--- config.mk ---
export PLATFORM = sky130hd
export DESIGN_NAME = pca_arbiter
export DESIGN_NICKNAME = d
export VERILOG_FILES = /design/src/pca_pkg.sv /design/src/pca_rr_if.sv /design/src/pca_arbiter.sv /design/src/pca_rr_pick.sv
export SDC_FILE = /design/constraint.sdc
export NUM_CORES = 1
export LEC_CHECK = 0
export BUFFER_PORTS_ARGS = -buffer_cell sky130_fd_sc_hd__clkbuf_2
export CAP_MARGIN = 40
export CORE_MARGIN = 1.5
export CORE_UTILIZATION = 43
export DETAILED_ROUTE_END_ITERATION = 7
export PLACE_DENSITY = 0.67
export SKIP_LAST_GASP = 1
export SLEW_MARGIN = 10
export SYNTH_ARGS = -nofsm -noshare
export SYNTH_HDL_FRONTEND = slang
export SYNTH_HIERARCHICAL = 1
export SYNTH_SLANG_ARGS = --single-unit
export TNS_END_PERCENT = 20
--- constraint.sdc ---
create_clock -name clk -period 4.37 [get_ports clk]
set_input_delay 0.2185 -clock clk [delete_from_list [all_inputs] [get_ports clk]]
set_output_delay 0.2185 -clock clk [all_outputs]
set_load 0.05 [all_outputs]
--- src/pca_pkg.sv ---
// Package for the PCI central arbiter: register map, field positions,
// reset values, master numbering and timing counts.
// Assumes a 20 MHz PCI clock domain and a one-cycle register port.
package pca_pkg;

  // Master numbering: 0 internal master, 1..4 external, 5..7 extra pairs
  localparam int unsigned NUM_MASTERS = 8;
  localparam logic [2:0] MST_INTERNAL = 3'h0;
  localparam logic [2:0] MST_EXTRA_FIRST = 3'h5;

  // Register offsets (word index on the plain port)
  localparam logic [3:0] ADDR_ARB_CTRL = 4'h0;
  localparam logic [3:0] ADDR_STATUS = 4'h1;
  localparam logic [3:0] ADDR_EXTRA_CFG = 4'h2;
  localparam logic [3:0] ADDR_GRANT = 4'h3;

  // Arbiter control register fields
  localparam int unsigned CTRL_PRI_LSB = 0;  // Eight priority bits
  localparam int unsigned CTRL_PARK_SEL_LSB = 8;  // Three bits
  localparam int unsigned CTRL_PARK_MODE_BIT = 11;
  localparam int unsigned CTRL_MON_EN_BIT = 12;
  localparam logic [12:0] CTRL_RESET = 13'h0800;

  // Extra pin configuration register fields
  localparam int unsigned XCFG_OWNER_LSB = 0;  // Three owner bits
  localparam int unsigned XCFG_PIN_CFG_BIT = 3;
  localparam int unsigned XCFG_INIT_BIT = 4;  // Read only

  // Grant response timing
  localparam int unsigned GNT_RESP_CLOCKS = 16;
  localparam logic [4:0] GNT_RESP_LIMIT = 5'(GNT_RESP_CLOCKS);

  // Arbiter states, Gray coded along idle, grant, busy
  typedef enum logic [1:0] {
    ST_IDLE = 2'b00,
    ST_WAIT = 2'b01,
    ST_BUSY = 2'b11
  } pca_state_type;

endpackage

--- src/pca_rr_if.sv ---
// Interface carrying one round-robin pick between the arbiter modules.
// Assumes both ends are in the PCI clock domain.
`timescale 1ns/100ps
interface pca_rr_if;
  logic [7:0] req;
  logic [2:0] last;
  logic found;
  logic [2:0] pick;
  modport picker (input req, input last, output found, output pick);
  modport user (output req, output last, input found, input pick);
endinterface

--- src/pca_arbiter.sv ---
// Central arbiter for one PCI interface of a dual-interface bridge.
// Assumes bus pins are already synchronous to clk; frame and irdy stay active low inside.
// Notes on behaviour
// RULE_01 - Serve internal master plus four external
// RULE_02 - Extra pairs assignable to either arbiter
// RULE_03 - Ignore extra requests until assignment initialised
// RULE_04 - Single-interface part ties extras here
// RULE_05 - Two levels; low group one high slot
// RULE_06 - Per turn one low master granted
// RULE_07 - Next grant resolved during current transfer
// RULE_08 - Grant moves if no frame in 16
// RULE_09 - Idle means frame and irdy deasserted
// RULE_10 - Monitor marks slow masters non-functioning
// RULE_11 - Non-functioning masters excluded until cleared
// RULE_12 - Reset clears all non-functioning bits
// RULE_13 - Active master keeps grant whole transfer
// RULE_14 - Other grants dropped while access continues
// RULE_15 - Re-arbitrate on final data phase
// RULE_16 - Per-master priority bit, software writable
// RULE_17 - Arbiter active only when enabled
// RULE_18 - External arbiter: internal master uses pair 1 (code takes int_gnt from the ext_req_n[1] pin only; int_req is not driven out)
// RULE_19 - Park on last or selected master
// RULE_20 - Parked master drives address, command, parity
// RULE_21 - Park only once bus idle
// RULE_22 - May park on dead master until request
// RULE_23 - At most one grant at once
//
// Decided for this implementation: strobed register access and the register addresses.
`timescale 1ns/100ps
module pca_arbiter
  import pca_pkg::*;
(
  // Clock and reset
  input wire logic clk,
  input wire logic rstn,
  // Strap and variant inputs, held steady after reset
  input wire logic powerup_arbiter_enable,
  input wire logic single_interface,
  input wire logic interface_id,
  input wire logic cfg_loaded,
  input wire logic [2:0] cfg_load_owner,
  input wire logic cfg_load_pin_config,
  // Internal master request and grant, active high
  input wire logic int_req,
  output logic int_gnt,
  // External request and grant pins, active low, index 1..7 used
  input wire logic [7:1] ext_req_n,
  output logic [7:1] ext_gnt_n,
  output logic [7:1] ext_gnt_oe,
  // Bus state pins, active low
  input wire logic frame_n,
  input wire logic irdy_n,
  // Register port
  input wire logic [3:0] reg_addr,
  input wire logic [31:0] reg_wdata,
  input wire logic reg_wr,
  input wire logic reg_rd,
  output logic [31:0] reg_rdata
);

  // Control and status storage
  logic [12:0] ctrl_reg;
  logic [7:0] dead_reg;
  logic [7:0] dead_next;
  logic [2:0] owner_reg;
  logic pin_cfg_reg;
  logic init_reg;
  logic load_done_reg;
  logic [31:0] rdata_reg;

  // Arbitration state
  pca_state_type state_reg;
  pca_state_type state_next;
  logic [2:0] gnt_idx_reg;
  logic [2:0] gnt_idx_next;
  logic gnt_on_reg;
  logic gnt_on_next;
  logic [2:0] last_hi_reg;
  logic [2:0] last_lo_reg;
  logic [4:0] wait_cnt_reg;
  logic [2:0] last_master_reg;

  // Field views of control
  wire logic [7:0] master_priority_level = ctrl_reg[CTRL_PRI_LSB +: 8];
  wire logic [2:0] park_target_sel = ctrl_reg[CTRL_PARK_SEL_LSB +: 3];
  wire logic park_last_mode = ctrl_reg[CTRL_PARK_MODE_BIT];
  wire logic monitor_en = ctrl_reg[CTRL_MON_EN_BIT];
  wire logic [2:0] extra_pair_owner_sel = owner_reg;
  wire logic extra_pin_config = pin_cfg_reg;

  // Bus condition decode
  wire logic bus_idle = frame_n && irdy_n; // RULE_09
  wire logic last_phase = frame_n && !irdy_n; // RULE_15
  wire logic frame_start = !frame_n;

  // Extra pair ownership: all pairs in single-interface parts; with pin config set, pair belongs here if owner bit equals our id; else all to id 0
  wire logic [2:0] extra_mine;
  assign extra_mine = single_interface ? 3'h7 : // RULE_04
    (extra_pin_config ? ~(extra_pair_owner_sel ^ {3{interface_id}}) // RULE_02
     : {3{~interface_id}});

  // Raw requests, internal master on slot 0, extras gated by init
  wire logic [7:0] raw_req;
  assign raw_req[0] = int_req; // RULE_01
  assign raw_req[4:1] = ~ext_req_n[4:1]; // RULE_01
  assign raw_req[7:5] = ~ext_req_n[7:5] & extra_mine & {3{init_reg}}; // RULE_03

  // Dead masters excluded from the contest
  wire logic [7:0] live_req = raw_req & ~dead_reg; // RULE_11
  wire logic any_req = |live_req;

  // Two level split
  wire logic [7:0] hi_req = live_req & ~master_priority_level; // RULE_16
  wire logic [7:0] lo_req = live_req & master_priority_level; // RULE_16

  // Pickers: one per level; the low group takes its turn through a token, not a high-level slot
  pca_rr_if hi_rr ();
  pca_rr_if lo_rr ();
  assign hi_rr.req = hi_req;
  assign hi_rr.last = last_hi_reg;
  assign lo_rr.req = lo_req;
  assign lo_rr.last = last_lo_reg;

  pca_rr_pick u_hi (
    .rr(hi_rr.picker)
  );
  pca_rr_pick u_lo (
    .rr(lo_rr.picker)
  );

  // Low group token: set after the high lap wraps past slot 7
  logic lo_turn_reg;
  wire logic hi_wrap = hi_rr.found && (hi_rr.pick <= last_hi_reg);
  // Token, or no high request: a lap that wraps earns the low group one later slot
  wire logic take_lo = lo_rr.found && (lo_turn_reg || !hi_rr.found); // RULE_05 RULE_06
  wire logic [2:0] win_idx = take_lo ? lo_rr.pick : hi_rr.pick;

  // Park target when nobody asks
  wire logic [2:0] park_idx = park_last_mode ? last_master_reg
    : park_target_sel; // RULE_19

  // Grant response timeout
  wire logic timeout = (state_reg == ST_WAIT) &&
    (wait_cnt_reg >= GNT_RESP_LIMIT - 5'h1) && bus_idle; // RULE_08

  // Non-functioning bookkeeping: hardware set wins over software clear
  wire logic clr_dead = reg_wr && (reg_addr == ADDR_STATUS);
  always_comb begin
    dead_next = dead_reg;
    if (clr_dead) begin
      dead_next = dead_reg & ~reg_wdata[7:0]; // RULE_11
    end
    if (timeout && monitor_en && gnt_on_reg && raw_req[gnt_idx_reg]) begin
      dead_next[gnt_idx_reg] = 1'b1; // RULE_10
    end
  end

  // Arbitration step, decision made ahead of the bus going idle
  always_comb begin
    state_next = state_reg;
    gnt_idx_next = gnt_idx_reg;
    gnt_on_next = gnt_on_reg;
    unique case (state_reg)
      ST_IDLE: begin
        if (frame_start && gnt_on_reg) begin
          state_next = ST_BUSY;
        end else if (any_req && (!gnt_on_reg || !live_req[gnt_idx_reg]
            || dead_reg[gnt_idx_reg])) begin
          gnt_idx_next = win_idx; // RULE_07 RULE_22
          gnt_on_next = 1'b1;
          state_next = ST_WAIT;
        end else if (!any_req && bus_idle) begin
          gnt_idx_next = park_idx; // RULE_21 RULE_20
          gnt_on_next = 1'b1;
        end
      end
      ST_WAIT: begin
        if (frame_start) begin
          state_next = ST_BUSY;
        end else if (timeout) begin
          gnt_on_next = 1'b0; // RULE_08
          state_next = ST_IDLE;
        end
      end
      ST_BUSY: begin
        if (last_phase && any_req) begin
          gnt_idx_next = win_idx; // RULE_15
          gnt_on_next = 1'b1;
          state_next = ST_WAIT;
        end else if (bus_idle) begin
          state_next = ST_IDLE; // RULE_21
        end else if (any_req) begin
          gnt_idx_next = gnt_idx_reg; // RULE_13 RULE_14
        end
      end
      default: begin
        state_next = ST_IDLE;
        gnt_on_next = 1'b0;
      end
    endcase
  end

  // State registers
  always_ff @(posedge clk or negedge rstn) begin
    if (!rstn) begin
      state_reg <= ST_IDLE;
      gnt_idx_reg <= MST_INTERNAL;
      gnt_on_reg <= 1'b0;
      wait_cnt_reg <= 5'h0;
    end else begin
      state_reg <= state_next;
      gnt_idx_reg <= gnt_idx_next;
      gnt_on_reg <= gnt_on_next;
      wait_cnt_reg <= (state_next == ST_WAIT && state_reg == ST_WAIT)
        ? wait_cnt_reg + 5'h1 : 5'h0;
    end
  end

  // Round-robin history, advanced on each arbitrated grant; parking leaves it
  wire logic new_grant = (state_next == ST_WAIT) && (state_reg != ST_WAIT);
  always_ff @(posedge clk or negedge rstn) begin
    if (!rstn) begin
      last_hi_reg <= 3'h7;
      last_lo_reg <= 3'h7;
      lo_turn_reg <= 1'b0;
      last_master_reg <= MST_INTERNAL;
    end else if (new_grant) begin
      last_master_reg <= win_idx;
      if (take_lo) begin
        last_lo_reg <= lo_rr.pick; // RULE_06
        lo_turn_reg <= 1'b0;
      end else begin
        last_hi_reg <= hi_rr.pick;
        lo_turn_reg <= lo_turn_reg | hi_wrap; // RULE_05
      end
    end
  end

  // Dead flags, cleared at reset
  always_ff @(posedge clk or negedge rstn) begin
    if (!rstn) begin
      dead_reg <= 8'h00; // RULE_12
    end else begin
      dead_reg <= dead_next;
    end
  end

  // Control register writes
  wire logic wr_ctrl = reg_wr && (reg_addr == ADDR_ARB_CTRL);
  wire logic wr_xcfg = reg_wr && (reg_addr == ADDR_EXTRA_CFG);
  always_ff @(posedge clk or negedge rstn) begin
    if (!rstn) begin
      ctrl_reg <= CTRL_RESET;
    end else if (wr_ctrl) begin
      ctrl_reg <= reg_wdata[12:0]; // RULE_16 RULE_19
    end
  end

  // Extra pair assignment: reset-time load or software write
  always_ff @(posedge clk or negedge rstn) begin
    if (!rstn) begin
      owner_reg <= 3'h0;
      pin_cfg_reg <= 1'b0;
      init_reg <= 1'b0;
      load_done_reg <= 1'b0;
    end else if (wr_xcfg) begin
      owner_reg <= reg_wdata[XCFG_OWNER_LSB +: 3];
      pin_cfg_reg <= reg_wdata[XCFG_PIN_CFG_BIT];
      init_reg <= 1'b1; // RULE_03
    end else if (cfg_loaded && !load_done_reg) begin
      owner_reg <= cfg_load_owner;
      pin_cfg_reg <= cfg_load_pin_config;
      init_reg <= 1'b1; // RULE_03
      load_done_reg <= 1'b1;
    end
  end

  // Read mux, data valid the cycle after the strobe
  wire logic [31:0] rd_mux =
    (reg_addr == ADDR_ARB_CTRL) ? {19'h0, ctrl_reg} :
    (reg_addr == ADDR_STATUS) ? {24'h0, dead_reg} :
    (reg_addr == ADDR_EXTRA_CFG) ?
      {27'h0, init_reg, pin_cfg_reg, owner_reg} :
    (reg_addr == ADDR_GRANT) ?
      {27'h0, state_reg == ST_BUSY, gnt_on_reg, gnt_idx_reg} : 32'h0;
  always_ff @(posedge clk or negedge rstn) begin
    if (!rstn) begin
      rdata_reg <= 32'h0;
    end else begin
      rdata_reg <= reg_rd ? rd_mux : 32'h0;
    end
  end
  assign reg_rdata = rdata_reg;

  // One-hot grant from a single index keeps grants exclusive
  wire logic [7:0] gnt_hot = gnt_on_reg ? (8'h01 << gnt_idx_reg) : 8'h00;

  // Pin drive: with the arbiter off, the pair 1 request pin carries the internal grant
  assign int_gnt = powerup_arbiter_enable ? gnt_hot[0] // RULE_17 RULE_23
    : !ext_req_n[1]; // RULE_18
  assign ext_gnt_n[1] = powerup_arbiter_enable ? !gnt_hot[1] : 1'b1;
  assign ext_gnt_n[7:2] = powerup_arbiter_enable ? ~gnt_hot[7:2] // RULE_23
    : 6'h3f;
  assign ext_gnt_oe[1] = powerup_arbiter_enable;
  assign ext_gnt_oe[4:2] = {3{powerup_arbiter_enable}}; // RULE_17
  assign ext_gnt_oe[7:5] = {3{powerup_arbiter_enable}} & extra_mine;

endmodule // pca_arbiter

--- src/pca_rr_pick.sv ---
// Round-robin picker over eight request lines.
// Assumes the caller holds the last winner; purely combinational.
`timescale 1ns/100ps
module pca_rr_pick
  import pca_pkg::*;
(
  // Pick request
  pca_rr_if.picker rr
);

  // Search upward from the slot after the last winner
  always_comb begin
    logic [2:0] idx;
    rr.found = 1'b0;
    rr.pick = 3'h0;
    idx = 3'h0;
    for (int i = 1; i <= 8; i++) begin
      idx = 3'(rr.last + 3'(i));
      if (!rr.found && rr.req[idx]) begin
        rr.found = 1'b1;
        rr.pick = idx;
      end
    end
  end

endmodule // pca_rr_pick

==> results of run 1 <==
-- how the worst max path moves through the flow --
stage	from	slack [ns]	cells after the start	endpoint
2_1_floorplan	hi_rr.last[1]$_DFFE_PN1P_	0.05	20	lo_turn_reg$_DFFE_PN0P_
3_3_place_gp	single_interface	0.18	19	lo_turn_reg$_DFFE_PN0P_
3_5_place_dp	single_interface	0.08	19	lo_turn_reg$_DFFE_PN0P_
4_1_cts	extra_pin_config$_DFFE_PN0P_	0.10	19	lo_turn_reg$_DFFE_PN0P_
5_1_grt	extra_pin_config$_DFFE_PN0P_	-0.02	18	lo_turn_reg$_DFFE_PN0P_
6_report	extra_pin_config$_DFFE_PN0P_	0.19	13	gnt_idx_reg[2]$_DFFE_PN0P_
-- placed cells by master (no fill, tap or decap), types with 12 or more instances in the layout --
cell type / instances
inv_1: 29
mux2_1: 18
nand2_1: 43
clkbuf_2: 66
dfrtp_1: 54
mux2i_1: 36
nor2b_1: 12
mux2_2: 23
ha_1: 13
buf_4: 14
conb_1: 19
nor2_1: 47
a21oi_1: 30
-- stage by stage --
| stage | power (W) | std cells | setup TNS [ns] |
|---|---|---|---|
| floorplan | 0.00336 | 575 | 0 |
| detailed placement | 0.00402 | 751 | 0 |
| global placement | 0.00391 | 751 | 0 |
| finish | 0.00489 | 769 | 0 |
| CTS | 0.00481 | 768 | 0 |
| global route | 0.00526 | 769 | -0.0178 |
-- area by class of cell --
class	count	area, um^2	area share (%)
Tap cell	147	184	3.05
Clock buffer	12	246	4.09
Clock inverter	4	72.6	1.20
Timing Repair Buffer	81	445	7.39
Inverter	29	109	1.81
Sequential cell	61	1540	25.5
Multi-Input combinational cell	435	3440	57.0
-- power breakdown --
group	switching [W]	internal, W
combinational	0.00179	0.00141
clock	0.000251	0.000514
sequential	0.000210	0.000717
total	0.00225	0.00264
-- routing by layer --
metal / track usage [%] / wire length (um) / share of wire, %
met1: 27.3 / 5850 / 45
met2: 37.0 / 6550 / 50
met3: 2.23 / 529 / 4.0
met4: 6.67 / 203 / 1.5
met5: 0 / 0 / 0
-- cells by family after synthesis --
family	Yosys count	synth area share [%]
AND/OR/NAND/NOR	177	17.2
AO/OA/AOI/OAI	121	17.0
multiplexers	97	24.2
buffers and inverters	79	8.01
flip-flops	61	29.1
adder cells (fa/ha/maj)	13	3.08
XOR/XNOR	8	1.33
other	1	0.0710
-- worst max-delay path, cell delays in order (launching register included) --
cell and delay [ns]:
dfrtp_1 0.34, buf_4 0.14, and4bb_2 0.28, a2111oi_4 0.08, and3_1 0.26, mux4_1 0.65, mux2_1 0.36, or4_1 0.55
nor3_2 0.25, nand2_1 0.12, o21ai_1 0.27, mux2i_1 0.36, mux2i_1 0.12, mux2_2 0.27
-- timing repair --
action | CTS | global route
setup buffers | 0 | 1
hold buffers | 1 | 0
setup endpoints to repair | 0 | 1
gates resized for setup | 0 | 8
hold endpoints to repair | 7 | 0
==> run metrics, run 1 <==
outcome finished, final reports clean; Layout Nets 688; Synth Warn # 6; clk root buf clkbuf_16; initial antenna violation count 0; Vias 4522; Max transition margin 48.8%; wire per inst 17.1 um; Cell Area, Synth approximately 0.0053 mm^2; Final setup viols 0; Hold WS around 0.12 ns; Layout area overhead 14.2%; crit path kind flop to flop; Die Height 114 um; CP arrival 4.39 ns; Pwr per Cell Area ~810 mW/mm^2; CP Launch Type flop; Reg2Reg Depth 13; crit-path max FO 7; Skew-Pair Late Insertion Delay about 0.33 ns; fillers about 1100; CTS clk-pin slew, worst paths 0.05 ns; largest net degree at the start of global routing 55; hold wc startpoint reg_wdata[11]; vias in the first global route 4422; DRT iter0 DRCs 188; top cells by count, synth 54 x dfrtp_1, 47 x nor2_1, 43 x nand2_1; max cap viols 0; Avg Synthesized Cell Area approximately 9.5 um^2; placed inst area 0.00564 mm^2; global-route wire length before repair 22000 um; skew final 0.00517 ns; hold depth 2; share of cells above drive strength 1 24.4%; R2R setup slack 0.19 ns; die width 114 um; die area 0.0130 mm^2; n_diodes 0; Synth cell types just under 70; All-Layer GR Usage 21.1%; Initial Utilization 43.9%; Reg2Reg Capture Point gnt_idx_reg[2]$_DFFE_PN0P_; clock tree from TritonCTS yes; most numerous cell in the Yosys netlist dfrtp_1; grt ovf 0; Yosys reg bits about 60; Tcrit/Tclk final 95.6%; worst setup margin 0.194 ns; Hold Path Class input pin to flop; largest area contributor in the netlist dfrtp_1; cell area after layout 0.00603 mm^2; Hold Crit Endpoint ctrl_reg[11]$_DFFE_PN1P_; dpl ws ~0.08 ns; Row Count 40; P_leak 2.76 nW; Final Util 50.2%; CTS Buffer Depth 2; RD Place Congestion 0.922; H-tree lvl count 3; Seq/Total Area, Yosys just under 30%; Critical Path RT 4.58 ns; Vias/cell between 5 and 6; share of the synthesized area in the top cell type 25.6%; final hold viol count 0; Max Clk Rate about 0.24 GHz; port bufs between 60 and 70; Post-DP HPWL 10000 um; Pins Over Slew Limit 0; drt drc 0; top cells by area, synth dfrtp_1 26%, mux2i_1 6.8%, mux4_1 5.0%; worst vdd ir 0.335 mV; IO Pins between 100 and 150; RR Startpoint extra_pin_config$_DFFE_PN0P_; core box area 0.0120 mm^2; critical path capture point type flop; CTS buffer count 9; Synth Flop Type dfrtp_1; Num Clock Sinks 61; Post-synth ARST share 100%; routed wire length between 10000 and 15000 um; min Tclk post-route about 4.2 ns; Post-synth EDFFs 0; Post-Synthesis Cells 557; drt first pass iters 5; Worst Tran Pin Value 0.762 ns; DRT antenna net count 0
Note: power is estimated with default switching activity, not from simulation.
==> inputs of run 2 (changes only) <==
Settings changed: RECOVER_POWER set to 100.
==> run 2 against run 1 <==
Compared with the run above:
- the run now ends with max-capacitance violations, max-slew violations left
- maximum frequency shrank 0.31%
- flip-flop and latch count is the same
- largest cell class unchanged
- hold slack lost 0.0011 ns
==> run metrics, run 2 (synthesized netlist as in run 1, its figures left out) <==
outcome finished, violations left (was finished, final reports clean); violated checks max-capacitance violations, max-slew violations; die width 114 um (unchanged); All-Layer GR Usage 21.1% (unchanged); Num Clock Sinks 61 (unchanged); routed wire length 13200 um (was 13100 um); die area 0.0130 mm^2 (unchanged); DRT antenna net count 0 (unchanged); worst setup margin 0.181 ns (was 0.194 ns); Vias/cell 5.89 (was 5.88); CP Launch Type flop (unchanged); met3 usage 2.23% (unchanged); initial antenna violation count 0 (unchanged); Max transition margin -91.5% (was 48.8%); crit path kind flop to flop (unchanged); Tcrit/Tclk final 95.9% (was 95.6%); wire per inst 17.1 um (about the same); Critical Path RT 4.59 ns (was 4.58 ns); H-tree lvl count 3 (unchanged); Die Height 114 um (unchanged); CTS clk-pin slew, worst paths 0.05 ns (about the same); Skew-Pair Late Insertion Delay 0.33 ns (about the same); min Tclk post-route 4.19 ns (was 4.18 ns); worst vdd ir 0.337 mV (was 0.335 mV); Max Clk Rate 0.239 GHz (about the same); Hold Path Class input pin to flop (unchanged); Hold WS 0.120 ns (was 0.122 ns); CTS Buffer Depth 2 (unchanged); final hold viol count 0 (unchanged); Vias 4526 (was 4522); Initial Utilization 43.9% (unchanged); dpl ws 0.0788 ns (unchanged); drt first pass iters 5 (unchanged); M2 GR Usage 37.0% (unchanged); DRT iter0 DRCs 219 (was 188); GR peak layer met2 (unchanged); grt ovf 0 (unchanged); largest net degree at the start of global routing 55 (unchanged); Layout area overhead 13.0% (was 14.2%); leading cell types in the layout, fill and taps excluded 54 x dfrtp_1, 47 x nor2_1, 43 x nand2_1 (was 66 x clkbuf_2, 54 x dfrtp_1, 47 x nor2_1); unrepaired setup endpoints after global routing false; skew final 0.00458 ns (was 0.00517 ns); Pins Over Slew Limit 61 (was 0); port bufs 66 (unchanged); share of cells above drive strength 1 18.6% (was 24.4%); max cap viols 2 (was 0); CP arrival 4.40 ns (was 4.39 ns); Pwr per Cell Area 815 mW/mm^2 (was 811 mW/mm^2); Worst Tran Pin Value 2.87 ns (was 0.762 ns); Post-DP HPWL 10000 um (unchanged); Setup TNS 0 ns (unchanged); critical path capture point type flop (unchanged); clock tree from TritonCTS yes (unchanged); n_diodes 0 (unchanged); Row Count 40 (unchanged); global-route wire length before repair 22000 um (unchanged); Layout Nets 688 (unchanged); core box area 0.0120 mm^2 (unchanged); CTS buffer count 9 (unchanged); clk root buf clkbuf_16 (unchanged); RD Place Congestion 0.922 (unchanged); commonest non-fill, non-tap cell in the layout dfrtp_1 (was clkbuf_2); Final setup viols 0 (unchanged); drt drc 0 (unchanged); P_leak 2.66 nW (was 2.76 nW); M1 GR Usage 27.3% (unchanged); IO Pins 105 (unchanged); vias in the first global route 4422 (unchanged); crit-path max FO 7 (unchanged)
==> run 2: changes by cell type in the layout (fill, tap and decap cells not counted), moves of 2 or more <==
cell      change
and2_0        +5
and2_1        -5
clkbuf_1     +32
clkbuf_2     -31
mux2_1        +2
mux2_2        -2
==> run 2: worst max-delay path, cell delays in order, from the launching register on <==
cell and delay (ns):
dfrtp_1 0.34, buf_4 0.14, and4bb_2 0.28, a2111oi_4 0.07
and3_1 0.26, mux4_1 0.65, mux2_1 0.37, or4_1 0.55
nor3_2 0.25, nand2_1 0.11, o21ai_0 0.29, mux2i_1 0.37
mux2i_1 0.11, mux2_2 0.27
==> run 2: worst paths after layout <==
check	from	endpoint	slack, ns	cells after the start
max	extra_pin_config$_DFFE_PN0P_	gnt_idx_reg[2]$_DFFE_PN0P_	0.18	13
min	reg_wdata[11]	ctrl_reg[11]$_DFFE_PN1P_	0.12	2
max reg2reg	extra_pin_config$_DFFE_PN0P_	gnt_idx_reg[2]$_DFFE_PN0P_	0.18	13
min reg2reg	load_done_reg$_DFFE_PN0P_	load_done_reg$_DFFE_PN0P_	0.48	1
max in group asynchronous	rstn	wait_cnt_reg[0]$_DFF_PN0_	0.99	3
min in group asynchronous	rstn	ctrl_reg[0]$_DFFE_PN0P_	0.32	2
==> run 2: where the power goes <==
part	switching, W	total, W	internal, W
registers	0.000209	0.000926	0.000717
clock network	0.000253	0.000767	0.000514
logic	0.00178	0.00317	0.00139
total	0.00224	0.00486	0.00262
==> run 2: layer usage <==
metal | part of all wire (%) | up-vias
met1 | 44 | 2237
met4 | 1.7 | 0
met3 | 4.2 | 18
met2 | 50 | 133
met5 | 0 | -
li1 | - | 2138
==> run 2: area by class of cell <==
| class | instances | area, um^2 |
|---|---|---|
| clock buffer | 12 | 246 |
| timing repair buffer | 81 | 403 |
| fill | 1133 | 6040 |
| tap | 147 | 184 |
| clock inverter | 4 | 72.6 |
| inverter | 29 | 109 |
| sequential | 61 | 1540 |
| multi-input combinational | 435 | 3420 |
==> run 2: timing repair <==
item                       in CTS  in global routing
resized for setup               0                  8
setup buffers                   0                  1
setup endpoints to repair       0                  1
hold buffers                    1                  0
hold endpoints to repair        7                  0
==> run 2: stage by stage <==
stage               total power (W)  instance area [um^2]  util [%]  std cells
floorplan                   0.00336                  5350         -        575
CTS                         0.00481                  5970      49.7        768
detailed placement          0.00402                  5640      47.0        751
global route                0.00524                  5970      49.7        769
global placement            0.00391                  5640      47.0        751
finish                      0.00486                  5970      49.7        769
==> inputs of run 3 (changes only) <==
Settings changed: CORE_UTILIZATION 43 to 50, PLACE_DENSITY 0.67 to 0.74.
Clock period 4.37 ns to 4.2 ns, I/O delays scaled along.
==> run 3 against run 2 <==
Compared with the run above:
- the flow still finishes with violations (max-capacitance violations, max-slew violations)
- via count rose by 0.46%
- clock skew rose by 0.0093 ns
- flip-flop and latch count unchanged
- highest routed layer unchanged
- final area down 1.1%
- critical path type unchanged
- final cell count is 0.13% lower
- setup slack got worse by 0.075 ns
- global-route usage rose by 3.0 points
==> run metrics, run 3 (synthesized netlist as in run 1, its figures left out) <==
drt first pass iters 5 (unchanged); RR Startpoint extra_pin_config$_DFFE_PN0P_ (unchanged); Row Count 37 (was 40); DRT antenna net count 0 (unchanged); Num Clock Sinks 61 (unchanged); Post-Layout Cell Count 768 (was 769); Max transition margin -124% (was -91.5%); CTS Buffer Depth 2 (unchanged); skew final 0.0139 ns (was 0.00458 ns); Max Clk Rate 0.244 GHz (was 0.239 GHz); clk root buf clkbuf_8 (was clkbuf_16); share of cells above drive strength 1 22.0% (was 18.6%); All-Layer GR Usage 24.0% (was 21.1%); M2 GR Usage 38.9% (was 37.0%); initial antenna violation count 0 (unchanged); wire per inst 16.8 um (was 17.1 um); Die Height 106 um (was 114 um); cell area after layout 0.00590 mm^2 (was 0.00597 mm^2); leading cell types in the layout, fill and taps excluded 53 x dfrtp_1, 47 x nor2_1, 43 x nand2_1 (was 54 x dfrtp_1, 47 x nor2_1, 43 x nand2_1); Pins Over Slew Limit 62 (was 61); max cap viols 1 (was 2); worst vdd ir 0.443 mV (was 0.337 mV); slowest stage cell on the critical path or4_4 (was mux4_1); violated checks max-capacitance violations, max-slew violations (unchanged); min Tclk post-route 4.09 ns (was 4.19 ns); largest net degree at the start of global routing 62 (was 55); Initial Utilization 51.4% (was 43.9%); unrepaired setup endpoints after global routing true (was false); Worst path max stage delay 0.57 ns (was 0.65 ns); P_leak 2.65 nW (was 2.66 nW); global-route wire length before repair 21400 um (was 22000 um); outcome finished, violations left (unchanged); Layout Nets 698 (was 688); Worst Tran Pin Value 3.36 ns (was 2.87 ns); IO Pins 105 (unchanged); DRT iter0 DRCs 239 (was 219); CTS clk-pin slew, worst paths 0.08 ns (was 0.05 ns); Hold Crit Endpoint ctrl_reg[8]$_DFFE_PN0P_ (was ctrl_reg[11]$_DFFE_PN1P_); commonest non-fill, non-tap cell in the layout dfrtp_1 (unchanged); Critical Path RT 4.48 ns (was 4.59 ns); CP Launch Type flop (unchanged); fillers 932 (was 1133); Vias/cell 5.92 (was 5.89); Skew-Pair Late Insertion Delay 0.35 ns (was 0.33 ns); RD Place Congestion 0.928 (was 0.922); placed inst area 0.00571 mm^2 (was 0.00564 mm^2); final hold viol count 0 (unchanged); Tcrit/Tclk final 97.5% (was 95.9%); grt ovf 0 (unchanged); clock tree from TritonCTS yes (unchanged); Post-DP HPWL 9930 um (was 10000 um); GR peak layer met2 (unchanged); die area 0.0112 mm^2 (was 0.0130 mm^2); hold wc startpoint reg_wdata[8] (was reg_wdata[11]); Pwr per Cell Area 836 mW/mm^2 (was 815 mW/mm^2); placed cells 750 (was 751); M1 GR Usage 31.5% (was 27.3%); Hold Buf Count CTS 0 (was 1); hold depth 2 (unchanged); Reg2Reg Capture Point lo_turn_reg$_DFFE_PN0P_ (was gnt_idx_reg[2]$_DFFE_PN0P_); R2R setup slack 0.11 ns (was 0.18 ns); vias in the first global route 4354 (was 4422); routed wire length 12900 um (was 13200 um); Overall Power 0.00494 W (was 0.00486 W); worst path cell trace nor4bb_2 -> buf_4 -> a2111oi_2 -> nor2b_2 -> mux4_1 -> mux2_1 -> or4_4 -> a21oi_1 -> o22a_1 -> ha_1 -> a21o_1 -> a21oi_1 -> a31oi_1 -> nor4_1 -> a31oi_1 -> a31oi_1 (was buf_4 -> and4bb_2 -> a2111oi_4 -> and3_1 -> mux4_1 -> mux2_1 -> or4_1 -> nor3_2 -> nand2_1 -> o21ai_0 -> mux2i_1 -> mux2i_1 -> mux2_2); Most common cell on crit path a31oi_1 (was mux2i_1); CP arrival 4.37 ns (was 4.40 ns); crit path kind flop to flop (unchanged); crit-path max FO 6 (was 7); n_diodes 0 (unchanged); Layout area overhead 11.8% (was 13.0%); Final setup viols 0 (unchanged); core box area 0.0103 mm^2 (was 0.0120 mm^2); met3 usage 4.33% (was 2.23%); drt drc 0 (unchanged); Hold Path Class input pin to flop (unchanged); port bufs 66 (unchanged); CTS buffer count 9 (unchanged); Reg2Reg Depth 16 (was 13); die width 106 um (was 114 um); Vias 4547 (was 4526); critical path capture point type flop (unchanged); Final Util 57.4% (was 49.7%); H-tree lvl count 3 (unchanged)
run 3: cell count changes in the layout (fill, tap and decap cells not counted), moves of 3 or more:
| cell | delta |
|---|---|
| buf_4 | +11 |
| clkbuf_16 | -9 |
| clkbuf_8 | +9 |
| clkbuf_1 | -3 |
run 3: worst max-delay path by stage:
| stage | startpoint | end | depth (start not counted) |
|---|---|---|---|
| global route | extra_pin_config$_DFFE_PN0P_ | lo_turn_reg$_DFFE_PN0P_ | 19 |
| detailed placement | extra_pin_config$_DFFE_PN0P_ | lo_turn_reg$_DFFE_PN0P_ | 16 |
| finish | extra_pin_config$_DFFE_PN0P_ | lo_turn_reg$_DFFE_PN0P_ | 16 |
| floorplan | last_lo_reg[1]$_DFFE_PN1P_ | last_master_reg[1]$_DFFE_PN0P_ | 14 |
| global placement | extra_pin_config$_DFFE_PN0P_ | lo_turn_reg$_DFFE_PN0P_ | 19 |
| CTS | extra_pin_config$_DFFE_PN0P_ | gnt_idx_reg[2]$_DFFE_PN0P_ | 13 |
run 3: what timing repair did:
| item | 4_1_cts | 5_1_grt |
|---|---|---|
| endpoints found under the setup margin | 4 | 13 |
| gates resized for setup | 1 | 10 |
| setup buffers | 0 | 2 |
| pin swaps | 0 | 2 |
| gates cloned | 0 | 0 |
run 3: per-stage QoR:
step	hold slack (ns)	TNS (ns)	setup WS, ns
CTS	0.0418	0	0.0397
global route	0.0749	-0.0652	-0.0635
detailed placement	0.422	-0.0136	-0.0105
global placement	0.411	0	0.0585
finish	0.0860	0	0.106
floorplan	-0.0856	-0.345	-0.114
run 3: per-layer routing:
layer / wire length, um / vias up
li1: - / 2172
met1: 5790 / 2184
met2: 6140 / 159
met3: 597 / 32
met4: 408 / 0
met5: 0 / -
run 3: layout make-up:
class / count / area (um^2) / share of cell area, %
repair buffers: 91 / 477 / 8.08
flip-flops and latches: 61 / 1540 / 26.0
inverters: 29 / 109 / 1.84
clock buffers: 10 / 138 / 2.33
well taps: 136 / 170 / 2.88
clock inverters: 6 / 45.0 / 0.763
multi-input cells: 435 / 3430 / 58.1
run 3: worst max-delay path: cells and delay by family (launching register included):
family	cells	cell delay, ns
buffers and inverters	1	0.15
DFF	1	0.41
adders and majority gates	1	0.26
muxes	2	0.91
AOI/OAI and AO/OA	8	1.05
and+or+nand+nor	4	1.24
run 3: power by group:
part	switching (W)	internal [W]	total, W	leakage (nW)
Combinational	0.00189	0.00159	0.00348	1.79
Clock	0.000258	0.000234	0.000492	0.0970
Sequential	0.000215	0.000745	0.000960	0.769
Total	0.00237	0.00257	0.00494	2.65
